### config.mk
export PLATFORM = sky130hd
export DESIGN_NAME = apm_aux_pin_mux_ctrl
export DESIGN_NICKNAME = d
export VERILOG_FILES = /design/src/include/apm_pkg.sv /design/src/hdl/apm_aux_pin_mux_ctrl.sv
export SDC_FILE = /design/constraint.sdc
export NUM_CORES = 1
export LEC_CHECK = 0
export ABC_AREA = 1
export ABC_CLOCK_PERIOD_IN_PS = 1500
export BUFFER_PORTS_ARGS = -buffer_cell sky130_fd_sc_hd__buf_4
export CAP_MARGIN = 5
export CORE_UTILIZATION = 50
export CTS_BUF_LIST = sky130_fd_sc_hd__clkbuf_2 sky130_fd_sc_hd__clkbuf_4 sky130_fd_sc_hd__clkbuf_8
export DETAILED_ROUTE_END_ITERATION = 8
export PLACE_DENSITY = 0.74
export SETUP_SLACK_MARGIN = 0.4
export SYNTH_ARGS = -nofsm -noshare
export SYNTH_HDL_FRONTEND = slang
export SYNTH_SLANG_ARGS = --single-unit
### constraint.sdc
create_clock -name CLK_SYS_I -period 1.5 [get_ports CLK_SYS_I]
set_clock_uncertainty 0.1 [all_clocks]
set_input_delay 0.225 -clock CLK_SYS_I [delete_from_list [all_inputs] [get_ports CLK_SYS_I]]
set_output_delay 0.225 -clock CLK_SYS_I [all_outputs]
set_load 0.01 [all_outputs]
### src/include/apm_pkg.sv
// Constants for the auxiliary pin mux and control block
package apm_pkg;
    localparam logic [7:0] ADDR_DIR = 8'h60;
    localparam logic [7:0] ADDR_FUNC_ONE = 8'h61;
    localparam logic [7:0] ADDR_FUNC_TWO = 8'h62;
    localparam logic [7:0] ADDR_FUNC_ZERO = 8'h63;
    localparam logic [7:0] ADDR_IN_ROUTE = 8'h64;
    localparam logic [7:0] ADDR_OUT_VAL = 8'h65;
    localparam logic [7:0] ADDR_OUT_INV = 8'h66;
    localparam logic [7:0] RESET_VAL = 8'h00;
    localparam logic [7:0] READ_UNMAPPED = 8'h00;
    // Pin bit order in per-pin registers
    localparam int BIT_PIN_ONE = 0;
    localparam int BIT_PIN_TWO = 1;
    localparam int BIT_PIN_ZERO = 2;
    // Routing field positions (low bit of each two-bit field)
    localparam int POS_MISO = 6;
    localparam int POS_SYNC = 4;
    localparam int POS_RESET = 2;
    localparam int POS_MUTE = 0;
    // Routing codes
    typedef enum logic [1:0] {
        SRC_NONE = 2'b00,
        SRC_PIN_ONE = 2'b01,
        SRC_PIN_TWO = 2'b10,
        SRC_PIN_ZERO = 2'b11
    } apm_src_t;
    // Output function codes
    typedef enum logic [3:0] {
        FN_OFF = 4'h0,
        FN_WARNING = 4'h8,
        FN_SERIAL_OUT = 4'h9,
        FN_FAULT = 4'hb,
        FN_SUPPLY_DROP = 4'hc,
        FN_CLASS_H = 4'hd
    } apm_func_t;
endpackage
### src/hdl/apm_aux_pin_mux_ctrl.sv
// Auxiliary pin direction, output function mux and input routing
// Functional notes
// [RULE_01] Direction bits at 0x60, one per pin
// [RULE_02] Direction resets clear; reserved bits zero
// [RULE_03] Per-pin four-bit function select at 0x61-0x63
// [RULE_04] Code 0000 drives pin low; reset value
// [RULE_05] Code 1000 drives active-low warning
// [RULE_06] Code 1001 drives serial audio data out
// [RULE_07] Code 1011 drives active-low fault
// [RULE_08] Code 1100 drives supply drop flag
// [RULE_09] Code 1101 drives class-H control
// [RULE_10] Register 0x64 routes pins to four inputs
// [RULE_11] Reset routed from pin zero spares it
// [RULE_12] Mute source low forces high impedance, no switching
// [RULE_13] Output value bits at 0x65, reset zero
// [RULE_14] Invert bits at 0x66, same order
// [RULE_15] Pin drives only while direction bit set
// [RULE_16] Driven level is source XOR invert bit
`timescale 1ns/10ps
module apm_aux_pin_mux_ctrl
    import apm_pkg::*;
(
    // Clock and reset
    input wire logic CLK_SYS_I,
    input wire logic RST_N_I,
    // Register port
    input wire logic [7:0] REG_ADDR_I,
    input wire logic [7:0] REG_WDATA_I,
    input wire logic REG_WR_I,
    output logic [7:0] REG_RDATA_O,
    // Internal function sources
    input wire logic WARNING_N_I,
    input wire logic FAULT_N_I,
    input wire logic SERIAL_AUDIO_OUT_I,
    input wire logic SUPPLY_DROP_I,
    input wire logic CLASS_H_CTRL_I,
    // Pins, split into input, output and enable
    input wire logic AUX_PIN_ONE_I,
    input wire logic AUX_PIN_TWO_I,
    input wire logic AUX_PIN_ZERO_I,
    output logic AUX_PIN_ONE_O,
    output logic AUX_PIN_TWO_O,
    output logic AUX_PIN_ZERO_O,
    output logic PIN_ONE_DRIVE_EN_O,
    output logic PIN_TWO_DRIVE_EN_O,
    output logic PIN_ZERO_DRIVE_EN_O,
    // Routed internal inputs
    output logic SPI_MISO_SRC_O,
    output logic PHASE_SYNC_O,
    output logic PIN_RESET_N_O,
    output logic PIN_ZERO_RESET_EXEMPT_O,
    output logic MUTE_N_O,
    output logic AMP_HIZ_O
);

    logic [2:0] dir;
    logic [3:0] func [3];
    logic [7:0] route;
    logic [2:0] out_val;
    logic [2:0] out_inv;
    logic [2:0] pin_out;
    logic [2:0] pin_oe;
    logic [7:0] rd_data;
    logic miso;
    logic sync;
    logic rst_n;
    logic rst_exempt;
    logic mute_n;
    logic hiz;

    logic [2:0] next_dir;
    logic [3:0] next_func [3];
    logic [7:0] next_route;
    logic [2:0] next_out_val;
    logic [2:0] next_out_inv;
    logic [2:0] next_pin_out;
    logic [2:0] next_pin_oe;
    logic [7:0] next_rd_data;
    logic next_miso;
    logic next_sync;
    logic next_rst_n;
    logic next_rst_exempt;
    logic next_mute_n;
    logic next_hiz;
    logic [2:0] pin_in;

    assign pin_in = {AUX_PIN_ZERO_I, AUX_PIN_TWO_I, AUX_PIN_ONE_I};

    // Pick the level of an output function; unlisted codes fall back to software value
    function automatic logic func_level(input logic [3:0] code, input logic sw_val);
        case (code)
            FN_OFF: func_level = 1'b0; // [RULE_04]
            FN_WARNING: func_level = WARNING_N_I; // [RULE_05]
            FN_SERIAL_OUT: func_level = SERIAL_AUDIO_OUT_I; // [RULE_06]
            FN_FAULT: func_level = FAULT_N_I; // [RULE_07]
            FN_SUPPLY_DROP: func_level = SUPPLY_DROP_I; // [RULE_08]
            FN_CLASS_H: func_level = CLASS_H_CTRL_I; // [RULE_09]
            default: func_level = sw_val;
        endcase
    endfunction

    // Select a pin for a routed input; no pin gives the idle level
    function automatic logic route_pin(input logic [1:0] sel, input logic idle);
        case (sel)
            SRC_PIN_ONE: route_pin = pin_in[BIT_PIN_ONE];
            SRC_PIN_TWO: route_pin = pin_in[BIT_PIN_TWO];
            SRC_PIN_ZERO: route_pin = pin_in[BIT_PIN_ZERO];
            default: route_pin = idle;
        endcase
    endfunction

    // Register writes; reserved bits are not stored and read as zero
    always_comb begin
        next_dir = dir;
        next_func = func;
        next_route = route;
        next_out_val = out_val;
        next_out_inv = out_inv;
        if (REG_WR_I) begin
            case (REG_ADDR_I)
                ADDR_DIR: next_dir = REG_WDATA_I[2:0]; // [RULE_01]
                ADDR_FUNC_ONE: next_func[BIT_PIN_ONE] = REG_WDATA_I[3:0]; // [RULE_03]
                ADDR_FUNC_TWO: next_func[BIT_PIN_TWO] = REG_WDATA_I[3:0]; // [RULE_03]
                ADDR_FUNC_ZERO: next_func[BIT_PIN_ZERO] = REG_WDATA_I[3:0]; // [RULE_03]
                ADDR_IN_ROUTE: next_route = REG_WDATA_I; // [RULE_10]
                ADDR_OUT_VAL: next_out_val = REG_WDATA_I[2:0]; // [RULE_13]
                ADDR_OUT_INV: next_out_inv = REG_WDATA_I[2:0]; // [RULE_14]
                default: next_dir = dir;
            endcase
        end
    end

    // Read data, registered so the port comes from a flop
    always_comb begin
        case (REG_ADDR_I)
            ADDR_DIR: next_rd_data = {5'h00, dir}; // [RULE_02]
            ADDR_FUNC_ONE: next_rd_data = {4'h0, func[BIT_PIN_ONE]};
            ADDR_FUNC_TWO: next_rd_data = {4'h0, func[BIT_PIN_TWO]};
            ADDR_FUNC_ZERO: next_rd_data = {4'h0, func[BIT_PIN_ZERO]};
            ADDR_IN_ROUTE: next_rd_data = route;
            ADDR_OUT_VAL: next_rd_data = {5'h00, out_val};
            ADDR_OUT_INV: next_rd_data = {5'h00, out_inv};
            default: next_rd_data = READ_UNMAPPED;
        endcase
    end

    // Pin drive: enable follows direction, level is source XOR invert
    always_comb begin
        for (int i = 0; i < 3; i++) begin
            next_pin_oe[i] = dir[i]; // [RULE_15]
            next_pin_out[i] = dir[i] & (func_level(func[i], out_val[i]) ^ out_inv[i]); // [RULE_16]
        end
    end

    // Input routing; reset and mute idle high so no pin means inactive
    always_comb begin
        next_miso = route_pin(route[POS_MISO +: 2], 1'b0); // [RULE_10]
        next_sync = route_pin(route[POS_SYNC +: 2], 1'b0); // [RULE_10]
        next_rst_n = route_pin(route[POS_RESET +: 2], 1'b1); // [RULE_10]
        // Pin zero logic must survive a reset that comes in through it
        next_rst_exempt = (route[POS_RESET +: 2] == SRC_PIN_ZERO); // [RULE_11]
        next_mute_n = route_pin(route[POS_MUTE +: 2], 1'b1);
        next_hiz = ~next_mute_n; // [RULE_12]
    end

    // State registers
    always_ff @(posedge CLK_SYS_I or negedge RST_N_I) begin
        if (!RST_N_I) begin
            dir <= RESET_VAL[2:0]; // [RULE_02]
            for (int i = 0; i < 3; i++) begin
                func[i] <= RESET_VAL[3:0]; // [RULE_04]
            end
            route <= RESET_VAL;
            out_val <= RESET_VAL[2:0]; // [RULE_13]
            out_inv <= RESET_VAL[2:0];
            pin_out <= 3'h0;
            pin_oe <= 3'h0;
            rd_data <= RESET_VAL;
            miso <= 1'b0;
            sync <= 1'b0;
            rst_n <= 1'b1;
            rst_exempt <= 1'b0;
            mute_n <= 1'b1;
            hiz <= 1'b0;
        end else begin
            dir <= next_dir;
            func <= next_func;
            route <= next_route;
            out_val <= next_out_val;
            out_inv <= next_out_inv;
            pin_out <= next_pin_out;
            pin_oe <= next_pin_oe;
            rd_data <= next_rd_data;
            miso <= next_miso;
            sync <= next_sync;
            rst_n <= next_rst_n;
            rst_exempt <= next_rst_exempt;
            mute_n <= next_mute_n;
            hiz <= next_hiz;
        end
    end

    // Port drive straight from flops
    assign REG_RDATA_O = rd_data;
    assign AUX_PIN_ONE_O = pin_out[BIT_PIN_ONE];
    assign AUX_PIN_TWO_O = pin_out[BIT_PIN_TWO];
    assign AUX_PIN_ZERO_O = pin_out[BIT_PIN_ZERO];
    assign PIN_ONE_DRIVE_EN_O = pin_oe[BIT_PIN_ONE];
    assign PIN_TWO_DRIVE_EN_O = pin_oe[BIT_PIN_TWO];
    assign PIN_ZERO_DRIVE_EN_O = pin_oe[BIT_PIN_ZERO];
    assign SPI_MISO_SRC_O = miso;
    assign PHASE_SYNC_O = sync;
    assign PIN_RESET_N_O = rst_n;
    assign PIN_ZERO_RESET_EXEMPT_O = rst_exempt;
    assign MUTE_N_O = mute_n;
    assign AMP_HIZ_O = hiz;
endmodule // apm_aux_pin_mux_ctrl

# == Word level (Yosys, flattened, before mapping) ==
# Cells that the tools add are included.
# word_totals
latchBits,0
rom_bits,0
memories,0
ff_bits,49
ram_bits,0
# op_classes
n_eq_ne,34
n_shift,0
reduce_logical,10
div,0
order_cmp,0
bitwise_logic,7
multipliers,0
muxes,8
add_sub_neg,0
# ops
cell,count
$eq 4x4->1 const B,15
$eq 8x7->1 const B,7
$pmux 8 s7,1
$pmux 1 s6,3
$eq 2x2->1 const B,8
$reduce_and 2->1,7
$logic_not 4->1,3
$pmux 1 s3,4
$eq 2x1->1 const B,4
$and 1x1->1,3
$xor 1x1->1,3
$not 1->1,1

# == Depth between registers and ports, before layout ==
# depth
depth_word,4
depth_mapped,9
mapped_depth_nobuf,9

# == Worst setup path before layout ==
# Ideal clock, no wire load.
# synth_timing
kind,input-to-reg
from,in REG_ADDR_I[4]
to,reg route[2]
setup_slack_ps,294
cell_stages,9
arrival_time_ps,986
t_required_ps,1280
setup_time_ps,120
path_buffers,1
cell_sequence,nor2_1 -> nand3_2 -> clkinv_2 -> nand2_4 -> clkinv_2 -> nand2_4 -> buf_6 -> nand2_1 -> o21ai_2
# synth_between
elab_chain_len,2
# synth_lines
item,line_no,rtl
from (decl),apm_aux_pin_mux_ctrl.sv:27,"input wire logic [7:0] REG_ADDR_I,"
$eq 8x7->1,apm_aux_pin_mux_ctrl.sv:120,case (REG_ADDR_I)
$reduce_and 2->1 (no line),-,
to (signal assigned),apm_aux_pin_mux_ctrl.sv:188,route <= next_route;
to (decl),apm_aux_pin_mux_ctrl.sv:58,logic [7:0] route;
# No other way between the ends.
# A chain may end at the register's enable or synchronous reset.

# == Worst setup path after layout ==
# layout_timing
from,reg func[8] (netlist bit)
to,reg pin_out[0]
# layout_between
elab_chain_len,4
word_cells_on_any_way,9
# layout_lines
item,line_no,rtl
from (decl),apm_aux_pin_mux_ctrl.sv:57,logic [3:0] func [3];
"from (signal, indexed assignment)",apm_aux_pin_mux_ctrl.sv:171,func[i] <= RESET_VAL[3:0];
from (signal assigned),apm_aux_pin_mux_ctrl.sv:187,func <= next_func;
$eq 4x4->1 or $logic_not 4->1 (tied branches),apm_aux_pin_mux_ctrl.sv:91,case (code)
$pmux 1 s6 (*),apm_aux_pin_mux_ctrl.sv:91,
$xor 1x1->1 (*),apm_aux_pin_mux_ctrl.sv:151,"next_pin_out[i] = dir[i] & (func_level(func[i], out_val[i]) ^ out_inv[i]);"
$and 1x1->1 (*),apm_aux_pin_mux_ctrl.sv:151,
named net next_pin_out[0],apm_aux_pin_mux_ctrl.sv:76,logic [2:0] next_pin_out;
to (signal assigned),apm_aux_pin_mux_ctrl.sv:191,pin_out <= next_pin_out;
to (decl),apm_aux_pin_mux_ctrl.sv:61,logic [2:0] pin_out;
# The timed path passes the listed nets; every way through them passes the cells marked *.

==> metrics.md <==
| Metric | Value |
|---|---|
| Status | finished, violations left |
| Violated checks | DRC |
| Die width | 70.6 um |
| CP Capture Type | flip-flop |
| Antenna Violating Nets Remaining | 0 |
| Core Box Area | 4440 um^2 |
| Achievable Freq | 0.779 GHz |
| Worst-Margin Slew | 0.445 ns |
| Synth cell types | 26 |
| Largest net degree at the start of global routing | 50 |
| Clock sinks | 49 |
| Final Slew Violations | 0 |
| Worst hold path startpoint | REG_WDATA_I[0] |
| VDD IR max | 512 uV |
| CP required | between 1.5 and 2 ns |
| Final #Nets | 378 |
| Routed WL | approximately 5.7 mm |
| R2r startpoint | func[8] |
| Crit path kind | flip-flop to flip-flop |
| Synth Instances | 290 |
| Post-synth EDFFs | 0 |
| Die Ht | just over 70 um |
| Final Non-Filler Cells | between 400 and 500 |
| Final worst path period share | 85.6% |
| CP Launch Type | flip-flop |
| Vias post-DR | approximately 2100 |
| # DRC | 10 |
| Placed cells | 387 |
| Share of cells above drive strength 1 | 33.0% |
| CTS buffer count | 5 |
| H-tree depth | 2 |
| Min-Delay Path Class | input pin to flip-flop |
| Top FF cell, synth | dfrtp_1 |
| Post-synth top area share | 49.9% |
| Data arrival time of the worst path | 1.37 ns |
| Clock buffer depth | 2 |
| Hold slack | 0.0389 ns |
| Final setup vio count | 0 |
| Seq cells post-synth | 49 |
| CTS clk-pin slew, worst paths | around 0.090 ns |
| Vias in the first global route | 2021 |
| Asr flop ratio synth | 100% |
| R2R depth | 7 |
| Placed Instance Area | 2810 um^2 |
| TritonCTS clock tree | built |
| Ant diodes | 0 |
| Root Buffer | clkbuf_8 |
| Avg WL per Cell | approximately 14 um |
| First-pass GRT wire length | around 9.7 mm |
| Worst reg2reg path endpoint | pin_out[0] |
| Synth Cell Area | ~2400 um^2 |
| Fin crit period | 1.28 ns |
| Mapped Nets | 317 |
| Grt ovf | 0 |
| Area contributors post-synth | dfrtp_1, nand2_1, o21ai_0 |
| Sequential element share of the synthesized area | 52.2% |
| Site Rows | 24 |
| Gp weighted congestion | 0.871 |
| Antenna violations before repair | 0 |
| Worst slew margin relative to its limit | 70.3% |
| All-Layer GR Usage | 25.3% |
| Hpwl dp | between 4 and 5 mm |
| Synthesis-to-layout area growth | 35.5% |
| Worst Hold Depth | 3 |
| Drt via density | 5.27 |
| R2R Setup Slk | 0.22 ns |
| Synth area leader | dfrtp_1 |
| Final instance area | about 3200 um^2 |
| Final hold violation count | 0 |
| I/O pins | 47 |
| Initial DRC count | 212 |
| Power Density | 874 nW/um^2 |
| I/O Buffers | 46 |
| Starting Density | 53.0% |
| Clk_lat worst skew | 0.30 ns |
| Min-Delay Endpoint | func[0] |
| Largest fanout on the critical path | 5 |
| Setup Total Neg Slack | 0 ns |
| RSZ-0062 raised after global routing | yes |
| Pre-antenna DRT Iters | 6 |
| Ys Warns | 0 |
| Number of fill cells | 335 |
| Avg Inst Size Synth | 8.12 um^2 |
| Leakage | around 1.6 nW |
| DIE AREA | 4990 um^2 |
| Number of max-cap violations | 0 |
-- through the flow --
step | utilization, % | worst slack (ns) | power [mW]
global route | 71.8 | 0.100 | 2.90
global placement | 63.2 | 0.0944 | 1.76
floorplan | - | 0.349 | 1.60
detailed placement | 63.2 | 0.0720 | 1.77
finish | 71.8 | 0.216 | 2.79
CTS | 69.0 | 0.230 | 2.78
-- logic make-up after synthesis --
group | Yosys count | share of synthesized area, %
simple gates | 140 | 26.6
compound gates | 56 | 13.4
flops | 49 | 52.2
buf+inv | 45 | 7.81
-- placed cells by master (no fill, tap or decap), types with 2 or more instances in the layout --
master / n
nor2_4: 6
nor2_1: 32
o211ai_1: 2
inv_1: 30
nand2_2: 6
nand3_2: 5
inv_4: 2
o21ai_1: 19
nand2_8: 2
nand2_4: 2
nand2_1: 57
buf_6: 26
nand4_1: 3
clkbuf_8: 6
a21oi_2: 5
nand3_1: 22
dfrtp_1: 45
nor2_2: 2
dfstp_2: 2
o21ai_0: 17
o31ai_1: 2
inv_2: 8
dfrtp_2: 2
a21oi_1: 6
o21ai_2: 5
buf_4: 30
-- cell type report --
type,instances,area (um^2),share of cell area (%)
Sequential cell,49,1230,38.6
Multi-Input combinational cell,196,1070,33.4
Timing Repair Buffer,57,528,16.5
Inverter,42,180,5.65
Clock buffer,7,90.1,2.82
Tap cell,52,65.1,2.04
Clock inverter,1,30.0,0.941
-- per-layer routing --
| layer | GRT usage [%] | share of wire, % | wire length (um) |
|---|---|---|---|
| met1 | 36.6 | 45 | 2590 |
| met2 | 40.6 | 48 | 2760 |
| met3 | 4.56 | 5.2 | 295 |
| met4 | 5.33 | 0.84 | 48 |
| met5 | 0 | 0 | 0 |
-- repair_timing --
item	4_1_cts	5_1_grt
endpoints found under the setup margin	25	99
hold endpoints to repair	47	0
resized for setup	26	33
pin swaps	1	14
setup buffers	5	3
hold buffers	1	0
-- worst max path at each step --
| stage | startpoint | endpoint | slack (ns) | cells past startpoint |
|---|---|---|---|---|
| 4_1_cts | func[0] | pin_out[2] | 0.23 | 7 |
| 3_3_place_gp | REG_ADDR_I[4] | route[7] | 0.09 | 9 |
| 2_1_floorplan | REG_ADDR_I[4] | route[2] | 0.35 | 9 |
| 3_5_place_dp | REG_ADDR_I[4] | route[4] | 0.07 | 9 |
| 5_1_grt | func[8] | pin_out[0] | 0.10 | 8 |
| 6_report | func[8] | pin_out[0] | 0.22 | 7 |
-- registers in the layout, summed over array words and instances (netlist names) --
name,cells
AMP_HIZ_O,1
out_inv,3
pin_out,3
REG_RDATA_O,8
PIN_ZERO_RESET_EXEMPT_O,1
PIN_RESET_N_O,1
PHASE_SYNC_O,1
SPI_MISO_SRC_O,1
route,8
dir,3
func,12
MUTE_N_O,1
out_val,3
pin_oe,3
-- synth_stat cells (3+ instances only) --
| cell type | instances |
|---|---|
| o21ai_0 | 29 |
| nor2_1 | 35 |
| o21ai_1 | 9 |
| nand2_1 | 63 |
| a21oi_2 | 4 |
| nor2_2 | 4 |
| o21ai_2 | 3 |
| nand4_1 | 3 |
| inv_2 | 4 |
| a21oi_1 | 7 |
| nand3_1 | 27 |
| dfrtp_1 | 47 |
| inv_1 | 36 |
-- worst max-delay path, stage by stage (launching register included) --
cell,delay (ns)
dfrtp_1,0.42
inv_2,0.06
o21ai_1,0.12
nand2_1,0.09
nor2_1,0.12
nand2_2,0.09
a21oi_1,0.12
nor2_1,0.06
-- power breakdown --
part	leakage [nW]	internal, mW	total, mW	switching (mW)
Clock	0.0619	0.562	0.988	0.426
Sequential	0.627	1.38	1.43	0.0501
Combinational	0.870	0.162	0.370	0.208
Total	1.56	2.10	2.79	0.684
Power figures use the tool's default switching activity.
